## config.mk

```make
export PLATFORM = sky130hd
export DESIGN_NAME = ltc_top
export DESIGN_NICKNAME = d
export VERILOG_FILES = /design/src/verilog/ltc_pkg.sv /design/src/verilog/ltc_top.sv
export VERILOG_INCLUDE_DIRS = /design/src /design/src/verilog
export SDC_FILE = /design/constraint.sdc
export NUM_CORES = 1
export LEC_CHECK = 0
export BUFFER_PORTS_ARGS = -buffer_cell sky130_fd_sc_hd__buf_2
export CORE_MARGIN = 2
export CORE_UTILIZATION = 60
export DETAILED_ROUTE_END_ITERATION = 16
export HOLD_SLACK_MARGIN = 0.02
export PLACE_DENSITY = 0.83
export SLEW_MARGIN = 30
export SYNTH_ARGS = -nofsm -noshare
export SYNTH_HDL_FRONTEND = slang
export SYNTH_SLANG_ARGS = --single-unit
```

## constraint.sdc

```tcl
create_clock -name clk -period 2.8 [get_ports clk]
set_clock_uncertainty 0.2 [all_clocks]
set_input_delay 0.56 -clock clk [delete_from_list [all_inputs] [get_ports clk]]
set_output_delay 0.56 -clock clk [all_outputs]
set_load 0.02 [all_outputs]
```

## src/verilog/ltc_defines.svh

```systemverilog
// Register map, field positions and constants of the tick counter
// -----------------------------------------------------------------------------
// Function
// A 16-bit count advances on every prescaled reference clock rising edge.
// A 3-bit divider code stops the count or divides by 1 to 1024.
// Count equal to match value raises a compare condition, interrupt and event.
// Count equal to top value raises overflow, interrupt and event, and clears count.
// Events come every third condition at top 0, every second at top 1.
// Compare flag is set on the count after the match.
// Compare flag clears on its vector acknowledge or on a written one.
// Overflow flag sets on the next count; clears on acknowledge or written one.
// Compare level field enables the compare request, which follows the compare flag.
// Overflow level field enables the overflow request, which follows the flag.
// A read-only busy bit shows a count, control or match write still settling.
// Count, top and match writes take effect two reference cycles after writing.
// Software waits for the busy bit to read zero before such writes.
// Staging byte holds a written low byte and captures high on low read.
// A match value above the top value never yields compare requests or events.
// Unused upper bits of status and flag registers read as zero.
// Software writes zeros into every reserved bit position.
// High byte write commits both bytes at once; high read returns staging byte.
// Conditions reach the flags only through the reference edge sampling path.
// -----------------------------------------------------------------------------
`ifndef LTC_DEFINES_SVH
`define LTC_DEFINES_SVH

`define LTC_AW          4
`define LTC_DW          8
`define LTC_CW          16
`define LTC_PW          10

`define LTC_A_CTRL      4'h0
`define LTC_A_STATUS    4'h1
`define LTC_A_ILVL      4'h2
`define LTC_A_FLAGS     4'h3
`define LTC_A_TEMP      4'h4
`define LTC_A_COUNT_LOW      4'h8
`define LTC_A_COUNT_HIGH      4'h9
`define LTC_A_TOPL      4'ha
`define LTC_A_TOPH      4'hb
`define LTC_A_CMPL      4'hc
`define LTC_A_CMPH      4'hd

`define LTC_F_WRAP      0
`define LTC_F_MATCH     1
`define LTC_P_CNT       0
`define LTC_P_TOP       1
`define LTC_P_CMP       2
`define LTC_P_CTL       3

`define LTC_SYNC_EDGES  2'h2
`define LTC_TOP_RESET   16'hffff

`endif

```

## src/verilog/ltc_pkg.sv

```systemverilog
// Types of the tick counter
package ltc_pkg;

  typedef struct packed {
    logic [2:0]  ctl;
    logic [2:0]  ctl_sh;
    logic [15:0] cnt;
    logic [15:0] cnt_sh;
    logic [15:0] top;
    logic [15:0] top_sh;
    logic [15:0] cmp;
    logic [15:0] cmp_sh;
    logic [3:0]  pend;
    logic [1:0]  sync;
    logic [3:0]  ilvl;
    logic [1:0]  flags;
    logic [1:0]  cond;
    logic [1:0]  mthin;
    logic [1:0]  wthin;
    logic [7:0]  temp;
    logic [9:0]  pre;
    logic        ref_prev;
    logic [7:0]  rdata;
    logic        mreq;
    logic        wreq;
    logic        mevt;
    logic        wevt;
    logic        irq;
  } ltc_state_t;

endpackage : ltc_pkg

```

## src/verilog/ltc_top.sv

```systemverilog
// Low power tick counter with prescaler, top and match compare
`timescale 1ns/1ps
`include "ltc_defines.svh"

module ltc_top (
  input  wire logic       clk,
  input  wire logic       rst_n,
  input  wire logic       ref_clk_in,
  input  wire logic [3:0] addr,
  input  wire logic [7:0] wdata,
  input  wire logic       wr,
  input  wire logic       rd,
  output logic      [7:0] rdata,
  input  wire logic       match_ack,
  input  wire logic       wrap_ack,
  output logic            match_irq_req,
  output logic            wrap_irq_req,
  output logic      [1:0] match_irq_level,
  output logic      [1:0] wrap_irq_level,
  output logic            irq,
  output logic            match_evt,
  output logic            wrap_evt
);

  ltc_pkg::ltc_state_t s_q;
  ltc_pkg::ltc_state_t s_d;

  // -----------------------------------------------------------------------------
  // Helpers
  // -----------------------------------------------------------------------------
  // Prescaler mask: tick when all masked bits of the edge counter are ones
  function automatic logic [9:0] div_mask(input logic [2:0] code);
    case (code)
      3'h2:    div_mask = 10'h001;
      3'h3:    div_mask = 10'h007;
      3'h4:    div_mask = 10'h00f;
      3'h5:    div_mask = 10'h03f;
      3'h6:    div_mask = 10'h0ff;
      3'h7:    div_mask = 10'h3ff;
      default: div_mask = 10'h000;
    endcase
  endfunction : div_mask

  // Event thinning limit from the top value
  function automatic logic [1:0] thin_lim(input logic [15:0] top);
    if (top == 16'h0000) begin
      thin_lim = 2'h3;
    end else if (top == 16'h0001) begin
      thin_lim = 2'h2;
    end else begin
      thin_lim = 2'h1;
    end
  endfunction : thin_lim

  // -----------------------------------------------------------------------------
  // Next state
  // -----------------------------------------------------------------------------
  always_comb begin
    logic       ref_edge;
    logic       tick;
    logic [1:0] clr;
    logic [1:0] set;
    logic [1:0] lim;
    ref_edge = 1'b0;
    tick     = 1'b0;
    clr      = 2'h0;
    set      = 2'h0;
    lim      = 2'h0;
    s_d      = s_q;
    s_d.mevt = 1'b0;
    s_d.wevt = 1'b0;

    // Reference clock is sampled; its rising edge is one system cycle
    ref_edge   = ref_clk_in & ~s_q.ref_prev;
    s_d.ref_prev = ref_clk_in;

    // Writes cross on reference edges; busy holds until the second one
    if (ref_edge && s_q.pend != 4'h0) begin
      if (s_q.sync == `LTC_SYNC_EDGES - 2'h1) begin
        if (s_q.pend[`LTC_P_CTL]) s_d.ctl = s_q.ctl_sh;
        if (s_q.pend[`LTC_P_TOP]) s_d.top = s_q.top_sh;
        if (s_q.pend[`LTC_P_CMP]) s_d.cmp = s_q.cmp_sh;
        s_d.pend = 4'h0;
        s_d.sync = 2'h0;
      end else begin
        s_d.sync = s_q.sync + 2'h1;
      end
    end

    // Prescaler: code 0 stops the prescaler and the count
    if (ref_edge && s_q.ctl != 3'h0) begin
      s_d.pre = s_q.pre + 10'h001;
      tick    = (s_q.pre & div_mask(s_q.ctl)) == div_mask(s_q.ctl);
    end

    if (tick) begin
      // Conditions found on this count show on the next count
      set = s_q.cond;
      if (s_q.cond[`LTC_F_MATCH]) begin
        lim = thin_lim(s_q.top);
        if (s_q.mthin + 2'h1 >= lim) begin
          s_d.mthin = 2'h0;
          s_d.mevt  = 1'b1;
        end else begin
          s_d.mthin = s_q.mthin + 2'h1;
        end
      end
      if (s_q.cond[`LTC_F_WRAP]) begin
        lim = thin_lim(s_q.top);
        if (s_q.wthin + 2'h1 >= lim) begin
          s_d.wthin = 2'h0;
          s_d.wevt  = 1'b1;
        end else begin
          s_d.wthin = s_q.wthin + 2'h1;
        end
      end
      s_d.cond[`LTC_F_MATCH] = (s_q.cnt == s_q.cmp) && (s_q.cmp <= s_q.top);
      s_d.cond[`LTC_F_WRAP]  = (s_q.cnt == s_q.top);
      s_d.cnt = (s_q.cnt == s_q.top) ? 16'h0000 : s_q.cnt + 16'h0001;
    end

    // A pending count write overrides counting on its commit edge
    if (ref_edge && s_q.pend[`LTC_P_CNT] && s_q.sync == `LTC_SYNC_EDGES - 2'h1) begin
      s_d.cnt = s_q.cnt_sh;
    end

    // Register writes; reserved bits are dropped
    if (wr) begin
      if (addr == `LTC_A_CTRL) begin
        s_d.ctl_sh = wdata[2:0];
        s_d.pend[`LTC_P_CTL] = 1'b1;
        s_d.sync = 2'h0;
      end else if (addr == `LTC_A_ILVL) begin
        s_d.ilvl = wdata[3:0];
      end else if (addr == `LTC_A_FLAGS) begin
        clr = wdata[1:0];
      end else if (addr == `LTC_A_TEMP || addr == `LTC_A_COUNT_LOW ||
                   addr == `LTC_A_TOPL || addr == `LTC_A_CMPL) begin
        s_d.temp = wdata;
      end else if (addr == `LTC_A_COUNT_HIGH) begin
        s_d.cnt_sh = {wdata, s_q.temp};
        s_d.pend[`LTC_P_CNT] = 1'b1;
        s_d.sync = 2'h0;
      end else if (addr == `LTC_A_TOPH) begin
        s_d.top_sh = {wdata, s_q.temp};
        s_d.pend[`LTC_P_TOP] = 1'b1;
        s_d.sync = 2'h0;
      end else if (addr == `LTC_A_CMPH) begin
        s_d.cmp_sh = {wdata, s_q.temp};
        s_d.pend[`LTC_P_CMP] = 1'b1;
        s_d.sync = 2'h0;
      end
    end

    // Register reads, data one cycle later; unmapped reads zero
    s_d.rdata = 8'h00;
    if (rd) begin
      if (addr == `LTC_A_CTRL) begin
        s_d.rdata = {5'h00, s_q.ctl_sh};
      end else if (addr == `LTC_A_STATUS) begin
        s_d.rdata = {7'h00, s_q.pend != 4'h0};
      end else if (addr == `LTC_A_ILVL) begin
        s_d.rdata = {4'h0, s_q.ilvl};
      end else if (addr == `LTC_A_FLAGS) begin
        s_d.rdata = {6'h00, s_q.flags};
      end else if (addr == `LTC_A_TEMP) begin
        s_d.rdata = s_q.temp;
      end else if (addr == `LTC_A_COUNT_LOW) begin
        s_d.rdata = s_q.cnt[7:0];
        s_d.temp  = s_q.cnt[15:8];
      end else if (addr == `LTC_A_TOPL) begin
        s_d.rdata = s_q.top_sh[7:0];
        s_d.temp  = s_q.top_sh[15:8];
      end else if (addr == `LTC_A_CMPL) begin
        s_d.rdata = s_q.cmp_sh[7:0];
        s_d.temp  = s_q.cmp_sh[15:8];
      end else if (addr == `LTC_A_COUNT_HIGH || addr == `LTC_A_TOPH ||
                   addr == `LTC_A_CMPH) begin
        s_d.rdata = s_q.temp;
      end
    end

    // Vector acknowledge clears too; a new set wins over any clear
    clr[`LTC_F_MATCH] = clr[`LTC_F_MATCH] | match_ack;
    clr[`LTC_F_WRAP]  = clr[`LTC_F_WRAP] | wrap_ack;
    s_d.flags = (s_q.flags & ~clr) | set;

    s_d.mreq = s_d.flags[`LTC_F_MATCH] && s_d.ilvl[3:2] != 2'h0;
    s_d.wreq = s_d.flags[`LTC_F_WRAP] && s_d.ilvl[1:0] != 2'h0;
    s_d.irq  = s_d.mreq | s_d.wreq;
  end

  // -----------------------------------------------------------------------------
  // State register
  // -----------------------------------------------------------------------------
  always_ff @(posedge clk) begin
    if (!rst_n) begin
      s_q        <= '0;
      s_q.top    <= `LTC_TOP_RESET;
      s_q.top_sh <= `LTC_TOP_RESET;
    end else begin
      s_q <= s_d;
    end
  end

  assign rdata           = s_q.rdata;
  assign match_irq_req   = s_q.mreq;
  assign wrap_irq_req    = s_q.wreq;
  assign match_irq_level = s_q.ilvl[3:2];
  assign wrap_irq_level  = s_q.ilvl[1:0];
  assign irq             = s_q.irq;
  assign match_evt       = s_q.mevt;
  assign wrap_evt        = s_q.wevt;

endmodule : ltc_top

```

# After elaboration in Yosys (flattened, before gate mapping)
# Cells that the tools add are included.
# totals
reg_bits	152
in_bits	19
out_inout_bits	17
elab_cells	169
# op_classes
add_sub_neg	5
n_lt_le_gt_ge	3
n_eq_ne	21
muxes	64
n_bitwise	17
n_reduce_logical	33
# op_table
op	count
8-bit 2-to-1 mux	19
10-bit case mux with 6 select lines	1
16-bit 2-to-1 mux	3
2-bit 2-to-1 mux	19
16-bit == test	2
4-bit == test (second input constant)	6
10-bit 2-to-1 mux	2
4-bit 2-to-1 mux	5
16-bit by 1-bit adder with 16-bit output (second input constant)	1
16-bit by 1-bit == test with 1-bit output (second input constant)	1
16-bit less-or-equal comparator	1
16-bit zero test	1
5-bit 2-to-1 mux	3
3-bit AND reduction	5
3-bit == test (second input constant)	4
10-bit by 1-bit adder with 10-bit output (second input constant)	1
10-bit bitwise AND	1
10-bit == test	1
3-bit 2-to-1 mux	3
1-bit inverter	9
4-bit by 2-bit == test with 1-bit output (second input constant)	2
1-bit 2-to-1 mux	8
2-bit AND reduction	4
8-bit AND reduction	1
other kinds (22)	40

# Logic depth before layout (Yosys ltp)
# logic_depth
word_depth	18
mapped_depth	9
ltp_nobuf	8

# Least setup slack after synthesis
# OpenSTA, ideal clock, no wires.
# synth_timing
kind	register to register
start	register s_q[102] in the netlist's numbering
end	register s_q[35] in the netlist's numbering
setup_time_ns	0.070
arrival_time_ns	2.060
required_time_ns	2.530
setup_slack_ns	0.469
path_stages_with_launch	9
n_path_buf	0
synth_period_minus_slack_ns	2.331
path_cell_list	dfxtp_1 -> nor4_1 -> nand4_1 -> or2_2 -> ha_1 -> nand2b_1 -> a21o_1 -> or3b_1 -> a21oi_1
# synth_between
elab_chain_cells	7
word_cells_on_any_way	8
cone_classes	1 x order compare; 1 x eq/ne; 5 x mux; 1 x reduce/logical
# synth_rtl
element	line	rtl
start, declared	ltc_top.sv:25	ltc_pkg::ltc_state_t s_q;
16-bit by 1-bit == test with 1-bit output	ltc_top.sv:48	end else if (top == 16'h0001) begin
2-bit 2-to-1 mux	ltc_top.sv:48	
2-bit 2-to-1 mux *	ltc_top.sv:46	if (top == 16'h0000) begin
2-bit 2-to-1 mux *	ltc_top.sv:99	if (s_q.cond[`LTC_F_MATCH]) begin
2-bit 2-to-1 mux *	ltc_top.sv:96	if (tick) begin
2-bit greater-or-equal comparator *	ltc_top.sv:101	if (s_q.mthin + 2'h1 >= lim) begin
2-bit 2-to-1 mux *	ltc_top.sv:101	
# Every way passes the cells marked *; elsewhere a longest branch is shown, timed or not. The select of a mux whose other input is x is not followed.
# A chain may end at the register's enable or synchronous reset.

# Final worst setup path
# layout_timing
start	register s_q[102] in the netlist's numbering
end	register s_q[33] in the netlist's numbering
# layout_between
elab_chain_cells	7
word_cells_on_any_way	8
cone_classes	1 x order compare; 1 x eq/ne; 5 x mux; 1 x reduce/logical
# layout_rtl
element	line	rtl
16-bit by 1-bit == test with 1-bit output	ltc_top.sv:48	
2-bit 2-to-1 mux	ltc_top.sv:48	
2-bit 2-to-1 mux *	ltc_top.sv:46	
2-bit 2-to-1 mux *	ltc_top.sv:108	if (s_q.cond[`LTC_F_WRAP]) begin
2-bit 2-to-1 mux *	ltc_top.sv:96	
2-bit greater-or-equal comparator *	ltc_top.sv:110	if (s_q.wthin + 2'h1 >= lim) begin
2-bit 2-to-1 mux *	ltc_top.sv:110	
# Marked as above.

==> Flow_metrics.wiki <==
{| class="wikitable"
! Metric !! Value
|-
| Outcome || completed
|-
| CTS buffer count || 17
|-
| Post-DRT Antenna Nets || 0
|-
| Synth Area in Compound Gates || about 17%
|-
| DP Wirelength || ~16000 um
|-
| Post_cts resized || 0
|-
| Period utilisation layout || approximately 95%
|-
| Slowest stage delay, CP || between 0.3 and 0.4 ns
|-
| Final global-route overflow total || 0
|-
| Multiplexer share of the synthesized area || ~2.5%
|-
| Detailed-route wire length per cell || between 15 and 20 um
|-
| Area of the multi-input gates || between 4000 and 5000 um^2
|-
| Synth Area in Simple Gates || 25.06%
|-
| Slew Limit Fails || 0
|-
| Critical path arrival || approximately 2.8 ns
|-
| Post-layout nets || around 1000
|-
| Final count of negative-setup-slack endpoints || 0
|-
| Worst slew margin relative to its limit || 45.17%
|-
| Effective utilization at floorplan || around 62%
|-
| Number of enable flip-flop cells after synthesis || 0
|-
| Largest fanout on the critical path || 3
|-
| Count of buffering cells on the critical path with inverters included || 0
|-
| Average size of a mapped cell || ~8 um^2
|-
| Share of the synthesized netlist area taken by xor and xnor gates || 5.944%
|-
| Adder-Cell Fraction of Synth Area || roughly 3.7%
|-
| Critical path class || flip-flop to flip-flop
|-
| Dominant combinational cell family by area after synthesis || simple AND/OR/NAND/NOR gates
|-
| Power per unit of standard cell area || 578.9 nW/um^2
|-
| Clock tree from TritonCTS || yes
|-
| Category of the worst setup path launch point || flip-flop
|-
| Transition at the pin with the smallest max-transition slack || between 0.8 and 0.9 ns
|-
| Vias in the first global route || approximately 6700
|-
| Total die area || 13440 um^2
|-
| CP Capture Type || flip-flop
|-
| Layout cells sized above 1 || 13.22%
|-
| Worst path top cell family by delay || simple AND/OR/NAND/NOR gates
|-
| Number of inserted filler cells in the final layout || ~1000
|-
| Vertical die dimension || roughly 120 um
|-
| Number of antenna violations at the first check in global routing || 0
|-
| Reg area || 3043 um^2
|-
| Unrepaired setup endpoints after global routing || false
|-
| Maximum number of pins on one net before global-route repair || 33
|-
| Cell accounting for the most synthesized area || sky130_fd_sc_hd__dfxtp_1
|-
| Chip Width || ~120 um
|-
| Cell with the largest stage delay on the worst path || sky130_fd_sc_hd__or3b_1
|-
| Number of port buffers || 35
|-
| Leakage power total || between 0.003 and 0.004 uW
|-
| Clock tree root driver cell || sky130_fd_sc_hd__clkbuf_16
|-
| Total setup buffers inserted after CTS || 0
|-
| Number of endpoints with negative hold slack in the final report || 0
|-
| Cells taking the most area after synthesis || sky130_fd_sc_hd__dfxtp_1 40%, sky130_fd_sc_hd__nand2_1 10%, sky130_fd_sc_hd__a21oi_1 6.2%
|-
| Total via count after detailed routing || 7138
|-
| Standard cell area after detailed placement || between 7000 and 8000 um^2
|-
| Cell Chain, Critical Path || nor4_2, nand4_1, or2_2, ha_1, nand2b_1, a21o_1, or3b_1, a21oi_1
|-
| Core area || approximately 12000 um^2
|-
| Minimum clock period || approximately 2.7 ns
|-
| Final setup slack of the worst path || about 0.13 ns
|-
| Number of synthesized register bits || 152
|-
| Synthesized netlist cell count || between 900 and 1000
|-
| DRT Wirelength || approximately 22000 um
|-
| Number of design rule violations left after detail routing || 0
|-
| Number of distinct library cells after synthesis || 62
|-
| Area Growth Syn to Fin || 12.84%
|-
| Clock slew at reported path FFs || around 0.060 ns
|-
| DR pass1 iterations || 8
|-
| Area share of the leading cell type in the synthesized netlist || 40.49%
|-
| GRT Resource Usage Total || approximately a third
|-
| Post-synthesis net count || 985
|-
| H-tree lvl count || 4
|-
| Finished Cell Area || about 8500 um^2
|-
| Maximum Capacitance Violations || 0
|-
| Global-route wire length before repair || roughly 35000 um
|-
| Fin Setup TNS || 0 ns
|-
| Maximum buffer depth of the clock tree || 2
|-
| FMAX || ~370 MHz
|-
| Routability cong. || ~1
|-
| Antenna cell count || 0
|-
| Ports || 36
|-
| Vias per inst || approximately 6.2
|-
| Ys async rst share || 0%
|-
| Placement Setup Slack || between 0.15 and 0.2 ns
|-
| Floorplan row count || 40
|-
| Synth warn || 0
|-
| Post-synth design cell area || 7515 um^2
|-
| Later-pin clock latency in the skew report || between 0.4 and 0.5 ns
|-
| Hold Crit Class || input pin to flip-flop
|-
| Portion of the post-synthesis area used by sequential elements || between 40 and 50%
|-
| Peak VDD IR || 0.0003980 V
|-
| Clock Sinks || ~150
|-
| Most instantiated flip-flop cell in the synthesis netlist || sky130_fd_sc_hd__dfxtp_1
|-
| Iter 0 DRT Violations || between 700 and 800
|-
| Critical path data required time || approximately 3.0 ns
|-
| Count of hold-fix buffers inserted at cts || 0
|}
## where the power goes
group / switching, uW / internal [uW] / total [uW]
combinational: 172 / 85.1 / 257
clock: 951 / 1480 / 2430
sequential: 30.8 / 2190 / 2220
## cells in the mapped netlist, drive strengths merged (3+ instances only)
library cell	instances
or3	6
o22ai	4
nor4	21
dfxtp	152
inv	24
mux2i	10
a22oi	4
a311oi	3
o31ai	5
a221oi	4
a222oi	4
ha	22
nand4	20
o211ai	18
and4	4
a21oi	94
mux2	8
o311ai	4
o41ai	8
nand3	32
a21o	3
nor3	22
nand2	210
nand2b	8
xor2	13
o21ai	32
buf	22
and2	9
clkbuf	50
and3	4
nor2	55
xnor2	38
nor2b	4
a31oi	3
## metrics by stage
stage	power, uW	hold WS, ns	utilization [%]	std cells
2_1_floorplan	2419	0.2215	-	944
3_3_place_gp	2507	0.2371	64.76	1112
3_5_place_dp	2511	0.2424	64.76	1112
4_1_cts	4896	0.1624	69.96	1144
5_1_grt	5029	0.1667	70.01	1144
6_report	4909	0.1625	70.01	1144
## path summary, 6_finish.rpt
path	from	to	slack, ns	cells after the start
max	s_q[102]	s_q[33]	0.13	8
min	ref_clk_in	s_q[13]	0.16	2
max reg2reg	s_q[102]	s_q[33]	0.13	8
min reg2reg	s_q[114]	s_q[114]	0.25	2
## cell usage in the layout, fill, tap and decap left out, types with 6 or more instances in the layout
cell type                     n
sky130_fd_sc_hd__nor2_1      55
sky130_fd_sc_hd__and2_1       8
sky130_fd_sc_hd__nand4_1     20
sky130_fd_sc_hd__mux2i_1     10
sky130_fd_sc_hd__o21ai_1      6
sky130_fd_sc_hd__or3_1        6
sky130_fd_sc_hd__nor4_1      16
sky130_fd_sc_hd__dfxtp_1    152
sky130_fd_sc_hd__o21ai_0     25
sky130_fd_sc_hd__buf_2       35
sky130_fd_sc_hd__xnor2_1     38
sky130_fd_sc_hd__xor2_1      13
sky130_fd_sc_hd__o211ai_1    18
sky130_fd_sc_hd__clkbuf_16   17
sky130_fd_sc_hd__a21oi_1     93
sky130_fd_sc_hd__nand3_1     32
sky130_fd_sc_hd__inv_1       23
sky130_fd_sc_hd__nor3_1      17
sky130_fd_sc_hd__ha_1        22
sky130_fd_sc_hd__nand2_1    210
sky130_fd_sc_hd__nand2b_1     8
sky130_fd_sc_hd__o41ai_1      8
sky130_fd_sc_hd__mux2_2       8
sky130_fd_sc_hd__buf_4       37
## logic make-up after synthesis
group | Yosys count
compound gates | 200
xor+xnor | 51
fa+ha+maj | 22
buf+inv | 97
flops | 152
mux | 18
simple gates | 404
## state kept, by name, summed over array words and instances, names as in the netlist
register and count:
wrap_irq_level 2, match_irq_req 1, rdata 8, irq 1, wrap_irq_req 1, s_q 135
match_irq_level 2, wrap_evt 1, match_evt 1
## worst reg2reg max path, cell delays in order (launching register included)
cell and delay [ns]:
sky130_fd_sc_hd__dfxtp_1 0.34, sky130_fd_sc_hd__nor4_2 0.35, sky130_fd_sc_hd__nand4_1 0.24, sky130_fd_sc_hd__or2_2 0.35, sky130_fd_sc_hd__ha_1 0.27, sky130_fd_sc_hd__nand2b_1 0.14, sky130_fd_sc_hd__a21o_1 0.20, sky130_fd_sc_hd__or3b_1 0.36
sky130_fd_sc_hd__a21oi_1 0.15
## routing by layer
| metal | wire [um] | global-route usage (%) |
|---|---|---|
| met1 | 8947 | 46.46 |
| met2 | 9832 | 52.94 |
| met5 | 0 | 0 |
| met4 | 692 | 14.92 |
| met3 | 2629 | 9.153 |
## final cells by class
class                   count  area share, %
well taps                 168          2.479
flip-flops and latches    152          35.89
clock inverters            12          1.918
inverters                  25          1.107
multi-input cells         695          47.76
repair buffers             72          5.342
clock buffers              20          5.504
(Power assumes the default switching activity.)
